===== config.mk =====
export PLATFORM = sky130hd
export DESIGN_NAME = charger_status_register
export DESIGN_NICKNAME = d
export VERILOG_FILES = /design/src/verilog/charger_status_pkg.sv /design/src/verilog/charger_status_register.sv
export SDC_FILE = /design/constraint.sdc
export NUM_CORES = 1
export LEC_CHECK = 0
export BUFFER_PORTS_ARGS = -buffer_cell sky130_fd_sc_hd__buf_4
export CORE_MARGIN = 3
export CORE_UTILIZATION = 48
export DETAILED_ROUTE_END_ITERATION = 6
export PLACE_DENSITY = 0.76
export SETUP_SLACK_MARGIN = 0.5
export SLEW_MARGIN = 10
export SYNTH_ARGS = -nofsm -noshare
export SYNTH_HDL_FRONTEND = slang
export SYNTH_SLANG_ARGS = --single-unit

===== constraint.sdc =====
create_clock -name ref_clk -period 1.4 [get_ports ref_clk]
set_input_delay 0.35 -clock ref_clk [delete_from_list [all_inputs] [get_ports ref_clk]]
set_output_delay 0.35 -clock ref_clk [all_outputs]
set_load 0.02 [all_outputs]

===== src/verilog/charger_status_pkg.sv =====
package charger_status_pkg;

  // byte addresses of the 16-bit register: low byte holds faults, high byte holds state
  localparam logic [7:0] ADDR_STATE_FAULTS_LO = 8'h20;
  localparam logic [7:0] ADDR_STATE_FAULTS_HI = 8'h21;
  localparam logic [15:0] STATE_FAULTS_RESET = 16'h0000;

  // upper byte (offset 0x21) bit positions
  localparam int BIT_INPUT_PRESENT = 7;
  localparam int BIT_OPTIMIZER_FINISHED = 6;
  localparam int BIT_PEAK_ASSIST_ACTIVE = 5;
  localparam int BIT_INPUT_VOLTAGE_REGULATING = 4;
  localparam int BIT_INPUT_CURRENT_LIMITING = 3;
  localparam int BIT_FAST_CHARGING = 2;
  localparam int BIT_PRECHARGING = 1;
  localparam int BIT_REVERSE_OUTPUT_ACTIVE = 0;

  // lower byte (offset 0x20) bit positions
  localparam int BIT_INPUT_OVERVOLTAGE_FAULT = 7;
  localparam int BIT_BATTERY_OVERCURRENT_FAULT = 6;
  localparam int BIT_INPUT_OVERCURRENT_FAULT = 5;
  localparam int BIT_SYSTEM_OVERVOLTAGE = 4;
  localparam int BIT_SYSTEM_UNDERVOLTAGE = 3;
  localparam int BIT_FORCE_OFF_FAULT = 2;
  localparam int BIT_OUTPUT_OVERVOLTAGE_FAULT = 1;
  localparam int BIT_OUTPUT_UNDERVOLTAGE_FAULT = 0;

  // read-only latched fault bits of the lower byte, cleared by a host read
  localparam logic [7:0] FAULT_READ_CLEAR_MASK = 8'hE7;
  // host-writable fault bits of the lower byte
  localparam logic [7:0] FAULT_WRITE_MASK = 8'h18;

  // synchroniser input vector positions
  localparam int SYN_VBUS_IN_WINDOW = 0;
  localparam int SYN_OPTIMIZER_DONE = 1;
  localparam int SYN_VOLT_REG = 2;
  localparam int SYN_CURR_REG = 3;
  localparam int SYN_FAST = 4;
  localparam int SYN_PRE = 5;
  localparam int SYN_REVERSE = 6;
  localparam int SYN_OUT_VOLT_REG = 7;
  localparam int SYN_THERMAL = 8;
  localparam int SYN_BAT_OV = 9;
  localparam int SYN_ASSIST_PIN = 10;
  localparam int SYN_CONVERTER_READY = 11;
  localparam int SYN_FAULT_BASE = 12;
  localparam int SYN_WIDTH = 20;

  localparam int SYNC_STAGES = 2;

endpackage : charger_status_pkg


===== src/verilog/charger_status_register.sv =====
`timescale 1ns/1ps
// Summary of operation
// input present while bus voltage within window
// charger good always implies input present
// listed shutdown conditions drop charger good
// optimizer finished set once routine completes
// assist mode entered only by host command
// exit on command or fault, sets exit flag
// host: pin high, disable bit zero enables
// assist entry disables regulation, swaps alert sources
// assist exit re-enables regulation; alert sources keep entry setting
// voltage regulating flag: forward or reverse regulation
// current limiting flag during forward regulation
// fast charging flag follows fast charge
// precharging flag follows pre-charge
// reverse output flag follows reverse output
// resets zero; only two fault bits writable
// read-only faults latch until host read
// overvoltage latch keeps converter off until cleared
// writes to read-only bits change nothing
module charger_status_register #(
  parameter int SYNC_STAGES = charger_status_pkg::SYNC_STAGES
) (
  // clock, reset, enable
  input wire logic ref_clk,
  input wire logic srst,
  input wire logic ce,
  // analog status pins (asynchronous)
  input wire logic vbusInWindow,
  input wire logic optimizerDone,
  input wire logic inputVoltageRegulation,
  input wire logic outputVoltageRegulation,
  input wire logic inputCurrentRegulation,
  input wire logic fastChargeState,
  input wire logic prechargeState,
  input wire logic reverseOutputState,
  input wire logic converterReady,
  input wire logic thermalShutdown,
  input wire logic batteryOvervoltage,
  input wire logic [7:0] faultEvents,
  input wire logic reverseAssistPin,
  // configuration from neighbouring registers (same clock)
  input wire logic assistDisable,
  input wire logic alertCfgLoad,
  input wire logic adapterOkCfg,
  input wire logic systemVoltageCfg,
  input wire logic assistExitClear,
  // byte register port of the i2c target
  input wire logic regRead,
  input wire logic regWrite,
  input wire logic [7:0] regAddr,
  input wire logic [7:0] regWrData,
  output logic [7:0] regRdData,
  output logic regRdValid,
  // status and control outputs
  output logic chargerGood,
  output logic inputPresent,
  output logic peakAssistActive,
  output logic assistExitFlag,
  output logic processorHotPullLow,
  output logic regulationEnable,
  output logic adapterOkAlertSourceEn,
  output logic systemVoltageAlertSourceEn,
  output logic converterEnable
);

  if (SYNC_STAGES < 2) begin : g_bad_stages
    $error("SYNC_STAGES must be at least 2");
  end

  logic [charger_status_pkg::SYN_WIDTH-1:0] rawIn;
  logic [charger_status_pkg::SYN_WIDTH-1:0] syncIn;
  logic [7:0] stateByte;
  logic [7:0] faultByte;
  logic [7:0] faultNow;
  logic assistCmd;
  logic assistFault;
  logic next_peakAssistActive;
  logic readLo;
  logic writeLo;

  assign rawIn = {faultEvents, converterReady, reverseAssistPin, batteryOvervoltage,
    thermalShutdown, outputVoltageRegulation, reverseOutputState, prechargeState,
    fastChargeState, inputCurrentRegulation, inputVoltageRegulation, optimizerDone,
    vbusInWindow};

  // two-flop synchroniser per pin
  genvar gi;
  generate
    for (gi = 0; gi < charger_status_pkg::SYN_WIDTH; gi++) begin : g_sync
      logic [SYNC_STAGES-1:0] stages;
      always_ff @(posedge ref_clk) begin
        if (srst) begin
          stages <= '0;
        end else if (ce) begin
          stages <= {stages[SYNC_STAGES-2:0], rawIn[gi]};
        end
      end
      assign syncIn[gi] = stages[SYNC_STAGES-1];
    end
  endgenerate

  assign faultNow = syncIn[charger_status_pkg::SYN_FAULT_BASE +: 8];
  assign readLo = regRead && (regAddr == charger_status_pkg::ADDR_STATE_FAULTS_LO);
  assign writeLo = regWrite && (regAddr == charger_status_pkg::ADDR_STATE_FAULTS_LO);
  assign assistCmd = syncIn[charger_status_pkg::SYN_ASSIST_PIN] && !assistDisable;
  assign assistFault = (|faultNow) || syncIn[charger_status_pkg::SYN_THERMAL]
    || syncIn[charger_status_pkg::SYN_BAT_OV];

  // upper byte: live state, read-only
  always_ff @(posedge ref_clk) begin
    if (srst) begin
      stateByte <= charger_status_pkg::STATE_FAULTS_RESET[15:8];
    end else if (ce) begin
      stateByte[charger_status_pkg::BIT_INPUT_PRESENT] <=
        syncIn[charger_status_pkg::SYN_VBUS_IN_WINDOW];
      stateByte[charger_status_pkg::BIT_OPTIMIZER_FINISHED] <=
        syncIn[charger_status_pkg::SYN_OPTIMIZER_DONE];
      stateByte[charger_status_pkg::BIT_PEAK_ASSIST_ACTIVE] <= next_peakAssistActive;
      stateByte[charger_status_pkg::BIT_INPUT_VOLTAGE_REGULATING] <=
        (syncIn[charger_status_pkg::SYN_VOLT_REG] && !syncIn[charger_status_pkg::SYN_REVERSE])
        || (syncIn[charger_status_pkg::SYN_OUT_VOLT_REG]
        && syncIn[charger_status_pkg::SYN_REVERSE]);
      stateByte[charger_status_pkg::BIT_INPUT_CURRENT_LIMITING] <=
        syncIn[charger_status_pkg::SYN_CURR_REG]
        && !syncIn[charger_status_pkg::SYN_REVERSE];
      stateByte[charger_status_pkg::BIT_FAST_CHARGING] <=
        syncIn[charger_status_pkg::SYN_FAST];
      stateByte[charger_status_pkg::BIT_PRECHARGING] <=
        syncIn[charger_status_pkg::SYN_PRE];
      stateByte[charger_status_pkg::BIT_REVERSE_OUTPUT_ACTIVE] <=
        syncIn[charger_status_pkg::SYN_REVERSE];
    end
  end

  assign inputPresent = stateByte[charger_status_pkg::BIT_INPUT_PRESENT];
  assign peakAssistActive = stateByte[charger_status_pkg::BIT_PEAK_ASSIST_ACTIVE];

  // peak assist entry and exit
  always_comb begin
    next_peakAssistActive = peakAssistActive;
    if (peakAssistActive) begin
      if (!assistCmd || assistFault) begin
        next_peakAssistActive = 1'b0;
      end
    end else if (assistCmd && !assistFault) begin
      next_peakAssistActive = 1'b1;
    end
  end

  // exit flag: set on assist exit, cleared by host; set wins
  always_ff @(posedge ref_clk) begin
    if (srst) begin
      assistExitFlag <= 1'b0;
    end else if (ce) begin
      if (peakAssistActive && !next_peakAssistActive) begin
        assistExitFlag <= 1'b1;
      end else if (assistExitClear) begin
        assistExitFlag <= 1'b0;
      end
    end
  end

  assign processorHotPullLow = assistExitFlag;
  assign regulationEnable = !peakAssistActive;

  // alert source selection
  always_ff @(posedge ref_clk) begin
    if (srst) begin
      adapterOkAlertSourceEn <= 1'b0;
      systemVoltageAlertSourceEn <= 1'b0;
    end else if (ce) begin
      if (!peakAssistActive && next_peakAssistActive) begin
        adapterOkAlertSourceEn <= 1'b0;
        systemVoltageAlertSourceEn <= 1'b1;
      end else if (alertCfgLoad) begin
        adapterOkAlertSourceEn <= adapterOkCfg;
        systemVoltageAlertSourceEn <= systemVoltageCfg;
      end
    end
  end

  // lower byte: latched faults; set wins over read or write clear
  always_ff @(posedge ref_clk) begin
    if (srst) begin
      faultByte <= charger_status_pkg::STATE_FAULTS_RESET[7:0];
    end else if (ce) begin
      for (int b = 0; b < 8; b++) begin
        if (faultNow[b]) begin
          faultByte[b] <= 1'b1;
        end else if (charger_status_pkg::FAULT_WRITE_MASK[b]) begin
          if (writeLo) begin
            faultByte[b] <= regWrData[b];
          end
        end else if (readLo) begin
          faultByte[b] <= 1'b0;
        end
      end
    end
  end

  // converter held off while overvoltage latch stands
  always_ff @(posedge ref_clk) begin
    if (srst) begin
      converterEnable <= 1'b0;
    end else if (ce) begin
      converterEnable <= !faultByte[charger_status_pkg::BIT_SYSTEM_OVERVOLTAGE]
        && !faultNow[charger_status_pkg::BIT_SYSTEM_OVERVOLTAGE];
    end
  end

  // charger good
  always_ff @(posedge ref_clk) begin
    if (srst) begin
      chargerGood <= 1'b0;
    end else if (ce) begin
      chargerGood <= syncIn[charger_status_pkg::SYN_CONVERTER_READY]
        && syncIn[charger_status_pkg::SYN_VBUS_IN_WINDOW]
        && stateByte[charger_status_pkg::BIT_INPUT_PRESENT]
        && !faultNow[charger_status_pkg::BIT_FORCE_OFF_FAULT]
        && !faultNow[charger_status_pkg::BIT_INPUT_OVERCURRENT_FAULT]
        && !syncIn[charger_status_pkg::SYN_THERMAL]
        && !faultByte[charger_status_pkg::BIT_SYSTEM_OVERVOLTAGE]
        && !faultByte[charger_status_pkg::BIT_SYSTEM_UNDERVOLTAGE]
        && !syncIn[charger_status_pkg::SYN_BAT_OV];
    end
  end

  // read data: registered one cycle after the strobe
  always_ff @(posedge ref_clk) begin
    if (srst) begin
      regRdData <= 8'h00;
      regRdValid <= 1'b0;
    end else if (ce) begin
      regRdValid <= regRead;
      if (regRead) begin
        if (regAddr == charger_status_pkg::ADDR_STATE_FAULTS_LO) begin
          regRdData <= faultByte;
        end else if (regAddr == charger_status_pkg::ADDR_STATE_FAULTS_HI) begin
          regRdData <= stateByte;
        end else begin
          regRdData <= 8'h00;
        end
      end
    end
  end

  // checks
  property p_present_follows_window;
    @(posedge ref_clk) disable iff (srst)
      ce && $past(ce) |-> inputPresent == $past(syncIn[charger_status_pkg::SYN_VBUS_IN_WINDOW]);
  endproperty
  a_present_follows_window: assert property (p_present_follows_window)
    else $error("input present does not follow window");

  property p_good_implies_present;
    @(posedge ref_clk) disable iff (srst) chargerGood |-> inputPresent;
  endproperty
  a_good_implies_present: assert property (p_good_implies_present)
    else $error("charger good without input present");

  property p_shutdown_drops_good;
    @(posedge ref_clk) disable iff (srst)
      ce && syncIn[charger_status_pkg::SYN_THERMAL] |=> !chargerGood;
  endproperty
  a_shutdown_drops_good: assert property (p_shutdown_drops_good)
    else $error("charger good during thermal shutdown");

  property p_entry_needs_cmd;
    @(posedge ref_clk) disable iff (srst)
      $rose(peakAssistActive) |-> $past(assistCmd);
  endproperty
  a_entry_needs_cmd: assert property (p_entry_needs_cmd)
    else $error("assist entered without host command");

  property p_exit_sets_flag;
    @(posedge ref_clk) disable iff (srst)
      ce && $fell(peakAssistActive) |-> ##[0:1] assistExitFlag && processorHotPullLow;
  endproperty
  a_exit_sets_flag: assert property (p_exit_sets_flag)
    else $error("assist exit did not raise exit flag");

  property p_fault_exits_assist;
    @(posedge ref_clk) disable iff (srst)
      ce && peakAssistActive && assistFault |=> !peakAssistActive || !$past(ce);
  endproperty
  a_fault_exits_assist: assert property (p_fault_exits_assist)
    else $error("fault did not end assist");

  property p_entry_swaps_alerts;
    @(posedge ref_clk) disable iff (srst)
      $rose(peakAssistActive) |-> !adapterOkAlertSourceEn && systemVoltageAlertSourceEn
        && !regulationEnable;
  endproperty
  a_entry_swaps_alerts: assert property (p_entry_swaps_alerts)
    else $error("assist entry did not reconfigure alerts");

  property p_exit_restores_reg;
    @(posedge ref_clk) disable iff (srst)
      $fell(peakAssistActive) && !$past(srst) && !$past(alertCfgLoad) |-> regulationEnable
        && $stable(adapterOkAlertSourceEn) && $stable(systemVoltageAlertSourceEn);
  endproperty
  a_exit_restores_reg: assert property (p_exit_restores_reg)
    else $error("regulation not restored after assist");

  property p_read_clears_faults;
    @(posedge ref_clk) disable iff (srst)
      ce && readLo && !(|(faultNow & charger_status_pkg::FAULT_READ_CLEAR_MASK))
      |=> (faultByte & charger_status_pkg::FAULT_READ_CLEAR_MASK) == 8'h00;
  endproperty
  a_read_clears_faults: assert property (p_read_clears_faults)
    else $error("read did not clear latched faults");

  property p_ovp_holds_converter;
    @(posedge ref_clk) disable iff (srst)
      faultByte[charger_status_pkg::BIT_SYSTEM_OVERVOLTAGE] && ce |=> !converterEnable;
  endproperty
  a_ovp_holds_converter: assert property (p_ovp_holds_converter)
    else $error("converter enabled during overvoltage latch");

  property p_reset_zero;
    @(posedge ref_clk) srst |=> stateByte == 8'h00 && faultByte == 8'h00;
  endproperty
  a_reset_zero: assert property (p_reset_zero)
    else $error("register not zero after reset");

endmodule : charger_status_register


==> Yosys cells after proc, flatten, opt, wreduce, memory -nomap -nowiden <==
Index checks and enable logic that the tools add are counted.
W data, S select, Z words.
{ "op_classes": {"n_eq_ne": 2, "muxes": 22, "reduce_logical": 57} }
{ "op_table": {"columns": ["op", "count"], "rows": [
  ["$reduce_and A2 Y1", 11],
  ["$mux W1", 20],
  ["$reduce_bool A2 Y1", 10],
  ["$logic_and A1 B1 Y1", 18],
  ["$eq A8 B6 Y1 const B", 2],
  ["$mux W8", 2],
  ["$logic_not A1 Y1", 13],
  ["$reduce_or A8 Y1", 1],
  ["$logic_or A1 B1 Y1", 4]
]} }
{ "totals": {"ff_bits": 70, "input_bits": 46, "out_inout_bits": 18, "elab_cells": 117} }

==> Longest topological paths before layout <==
{ "depth": {"word_depth": 11, "depth_mapped": 5, "depth_no_buf": 3} }

==> Worst setup path after synthesis <==
No wires, ideal clock.
{ "synth_path": {"path_type": "input-to-reg", "from": "input regAddr[4]", "to": "register faultByte[0]", "setup_time_ns": 0.130, "arrival_ns": 1.304, "required_ns": 1.270, "setup_slack_ns": -0.034, "cell_stages": 4, "n_path_buf": 1, "path_cell_list": "or4b_4 -> buf_6 -> o31ai_1 -> a21oi_1"} }
{ "synth_via": {"elab_chain_len": 4} }
{ "synth_lines": {"columns": ["item", "line", "source"], "rows": [
  ["from (decl)", "charger_status_register.sv:51", "input wire logic [7:0] regAddr,"],
  ["$eq A8 B6 Y1", "charger_status_register.sv:104", "assign readLo = regRead && (regAddr == charger_status_pkg::ADDR_STATE_FAULTS_LO);"],
  ["$logic_and A1 B1 Y1", "charger_status_register.sv:104", null],
  ["$reduce_bool A2 Y1 (no line)", null, null],
  ["$reduce_and A2 Y1 (no line)", null, null],
  ["to (signal assigned)", "charger_status_register.sv:186", "faultByte <= charger_status_pkg::STATE_FAULTS_RESET[7:0];"],
  ["to (signal, indexed assignment)", "charger_status_register.sv:193", "faultByte[b] <= regWrData[b];"],
  ["to (decl)", "charger_status_register.sv:74", "logic [7:0] faultByte;"]
]} }
No other way between the ends.
A chain may end at the register's enable or synchronous reset.

==> Final worst setup path <==
{ "layout_path": {"from": "register g_sync[15].stages[1]", "to": "register assistExitFlag"} }
{ "layout_via": {"elab_chain_len": 11, "word_cells_on_any_way": 14, "classes_between": "mux (4); reduce/logical (10)"} }
{ "layout_lines": {"columns": ["item", "line", "source"], "rows": [
  ["from (decl)", "charger_status_register.sv:91", "logic [SYNC_STAGES-1:0] stages;"],
  ["from (signal assigned)", "charger_status_register.sv:96", "stages <= {stages[SYNC_STAGES-2:0], rawIn[gi]};"],
  ["$reduce_or A8 Y1 (*)", "charger_status_register.sv:107", "assign assistFault = (|faultNow) || syncIn[charger_status_pkg::SYN_THERMAL]"],
  ["$logic_or A1 B1 Y1 (*)", "charger_status_register.sv:107", null],
  ["$logic_or A1 B1 Y1 (*)", "charger_status_register.sv:108", "|| syncIn[charger_status_pkg::SYN_BAT_OV];"],
  ["$logic_not A1 Y1", "charger_status_register.sv:146", "end else if (assistCmd && !assistFault) begin"],
  ["$logic_and A1 B1 Y1", "charger_status_register.sv:146", null],
  ["$mux W1", "charger_status_register.sv:146", null],
  ["$mux W1 (*)", "charger_status_register.sv:142", "if (peakAssistActive) begin"],
  ["$logic_not A1 Y1 (*)", "charger_status_register.sv:156", "if (peakAssistActive && !next_peakAssistActive) begin"],
  ["$logic_and A1 B1 Y1 (*)", "charger_status_register.sv:156", null],
  ["$reduce_bool A2 Y1 (no line)", null, null],
  ["$reduce_and A2 Y1 (no line)", null, null],
  ["to (signal assigned)", "charger_status_register.sv:154", "assistExitFlag <= 1'b0;"],
  ["to (signal assigned)", "charger_status_register.sv:157", "assistExitFlag <= 1'b1;"],
  ["to (signal assigned)", "charger_status_register.sv:159", "assistExitFlag <= 1'b0;"],
  ["to (decl)", "charger_status_register.sv:59", "output logic assistExitFlag,"]
]} }
Mark *: on every way between the ends. The rest lies on a longest branch, timed or not.

==> results.toml <==
[run_status]
outcome = "finished with violations"
violations = "setup timing"

[sta]
max_slew.worst_pin.slew_ps = 391
finalSetupViolCount = 1
holdWs_ps = 238
max_freq_mhz = 710
rsz0062_at_grt = "yes"
period_share_pct = 101
max-slew-margin-rel_pct = 73.9
slew_violations = 0
setup_ws_ps = -8.98
tns_ps = -8.98
post-route-min-period_ps = 1410
finalClockSkew_ps = 8.63
hold_viol = 0

[logic_synthesis]
yosysTopAreaCellShare_pct = 49.0
yosys_warnings = 0
yosys.cell_types.count = 36
synth_area_leader_cell = "dfxtp_1"
yosysSeqAreaShare_pct = 49.0
syn_nets = 330
syn_area_um2 = 2860
synth.area.top_cells = "dfxtp_1 49%, mux2i_1 17%, nor2_1 6.4%"
syn_area_per_cell_um2 = 10.1
syn_inst = 284
ys_ff_latch = 70

[hold_path]
hold_path.class = "input pin to flip-flop"
hold_end = "g_sync[16].stages[0]"
holdPathStages = 3
min_from = "faultEvents[4]"

[pwr]
p_leak_nw = 1.71
powerDensity_nw_per_um2 = 1060
vdd_drop_max_mv = 0.815

[worst_setup_path]
cp_max_fo = 2
r2r-start = "g_sync[15].stages[1]"
required_ps = 1620
critPathArrivalTime_ps = 1620
r2r_cells = 3
end_kind = "flip-flop"
slowest_stage = "or4b_4"
rr_endpoint = "assistExitFlag"
crit_chain = "or4b_4, o311ai_4, a21oi_1"
max_stage_delay_ps = 550
critPathLaunchType = "flip-flop"
r2r_setup_slack_ps = -9
critPathKind = "flip-flop to flip-flop"

[clocking]
clock_path_buffers = 2
cts.clk_slew.worst_paths_ps = 80
cts_buffers = 9
htreeDepth = 3
tritoncts = "yes"
postCtsHoldBufs = 0
root_buffer = "clkbuf_8"
cts_num_sinks = 70
clk_latency_ps = 340

[route]
vias = 2416
viasPerCell = 5.52
drt_pass1_iterations = 4
drt_wl_total_um = 6900
wl_per_cell_um = 15.8
drc = 0
final_antenna_net_count = 0
drt_iter0_drc = 178

[floorplanning]
pin_count = 64
initial_core_util_pct = 50.7
die_height_um = 83.2
die_w_um = 83.2
fp-row-count = 27
die_area_um2 = 6920
core-area_um2 = 5640

[finish]
final_common_cell = "buf_4"
fill_cells = 400
area_growth_pct = 40.7
final_cell_mix = "60 x buf_4, 52 x dfxtp_1, 48 x nor2_1"
layout.nets = 407
drive_gt1_share_pct = 42.6
num_antenna_cells = 0
stdcell_area_um2 = 4020

[place]
post-place-ws_ps = -195
gp_congestion = 0.825
port_buffers = 57
placed_area_um2 = 3470
hpwl_um = 4270

[global_routing]
antenna_found_initial = 0
grt-ovfl-total = 0
grt_use_total_pct = 19.9
use_met1_pct = 25.9
grt_max_degree = 37
met3_usage_pct = 6.94
grt_pass1_wl_um = 11100
grt_pass1_vias = 2252
grt_use_met2_pct = 30.8
grt.busiest_layer = "met2"

[job]
max-cap-violations = 0
metrics by stage:
stage	power [mW]	cells	util, %
final	4.26	438	71.3
after global routing	4.43	438	71.3
after CTS	4.25	435	69.9
after detailed placement	2.59	415	61.5
after global placement	2.58	415	61.5
after floorplan	2.44	284	-
cells in the mapped netlist:
master           n
a211oi_1         2
a21oi_1         21
a311oi_1         1
a32oi_1          2
and2_1           1
and4b_1          2
buf_2            5
buf_4            1
buf_6            3
buf_8            1
clkbuf_1         6
clkbuf_2         1
clkbuf_8         3
dfxtp_1         70
dlymetal6s2s_1   1
inv_1            1
mux2_2           8
mux2i_1         48
nand2_1         18
nand2b_1         4
nand3b_1         3
nand4_1         11
nor2_1          49
nor3_1           1
nor3_2           1
nor4_1           2
nor4b_1          1
nor4b_2          1
nor4bb_1         1
o22ai_1          1
o311ai_1         1
o31ai_1          8
or3_1            1
or4_1            2
or4b_1           1
or4b_4           1
cell families after synthesis:
family | Yosys count | share of synthesized area (%)
flip-flops | 70 | 49.0
multiplexers | 56 | 19.9
AND/OR/NAND/NOR | 100 | 17.5
buffers and inverters | 22 | 5.82
AO/OA/AOI/OAI | 36 | 7.74
power breakdown:
part,switching (mW),internal [mW]
registers,0.0499,2.06
clock network,0.708,0.911
logic,0.244,0.279
layer usage:
| metal | vias up | wire length, um |
|---|---|---|
| met3 | 15 | 475 |
| met4 | 0 | 142 |
| met1 | 1137 | 2910 |
| li1 | 1174 | - |
| met2 | 90 | 3370 |
| met5 | - | 0 |
what timing repair did:
action / in CTS / in global routing
setup buffers: 2 / 3
pin swaps: 28 / 15
gates cloned: 2 / 0
endpoints found under the setup margin: 47 / 53
hold endpoints to repair: 0 / 0
resized for setup: 55 / 15
how the worst max path moves through the flow:
stage                               startpoint              to  slack, ps  cells after the start
after floorplan                     regAddr[4]    faultByte[0]        -20                      4
after global placement              regAddr[4]    faultByte[2]       -130                      4
after detailed placement            regAddr[4]    faultByte[1]       -200                      4
after CTS                 g_sync[16].stages[1]  assistExitFlag          6                      3
after global routing      g_sync[10].stages[1]  assistExitFlag        -60                      3
final                     g_sync[15].stages[1]  assistExitFlag         -9                      3
state kept, by name, summed over array words and instances (netlist names), 8 cells and up:
register       cells
g_sync.stages     40
regRdData          8
faultByte          8
stateByte          8
critical path: cells and delay by family, from the launching register on:
kind,cells,cell delay (ps)
and+or+nand+nor,1,550
AOI/OAI and AO/OA,2,400
DFF,1,340
cell type report:
type	instances	area, um2	share of cell area (%)
Multi-Input combinational cell	192	1510	37.6
Sequential cell	70	1430	35.4
Timing Repair Buffer	87	790	19.6
Clock buffer	12	155	3.86
Tap cell	72	90.1	2.24
Clock inverter	4	45.0	1.12
Inverter	1	3.75	0.0933
Note: power is estimated with default switching activity, not from simulation.
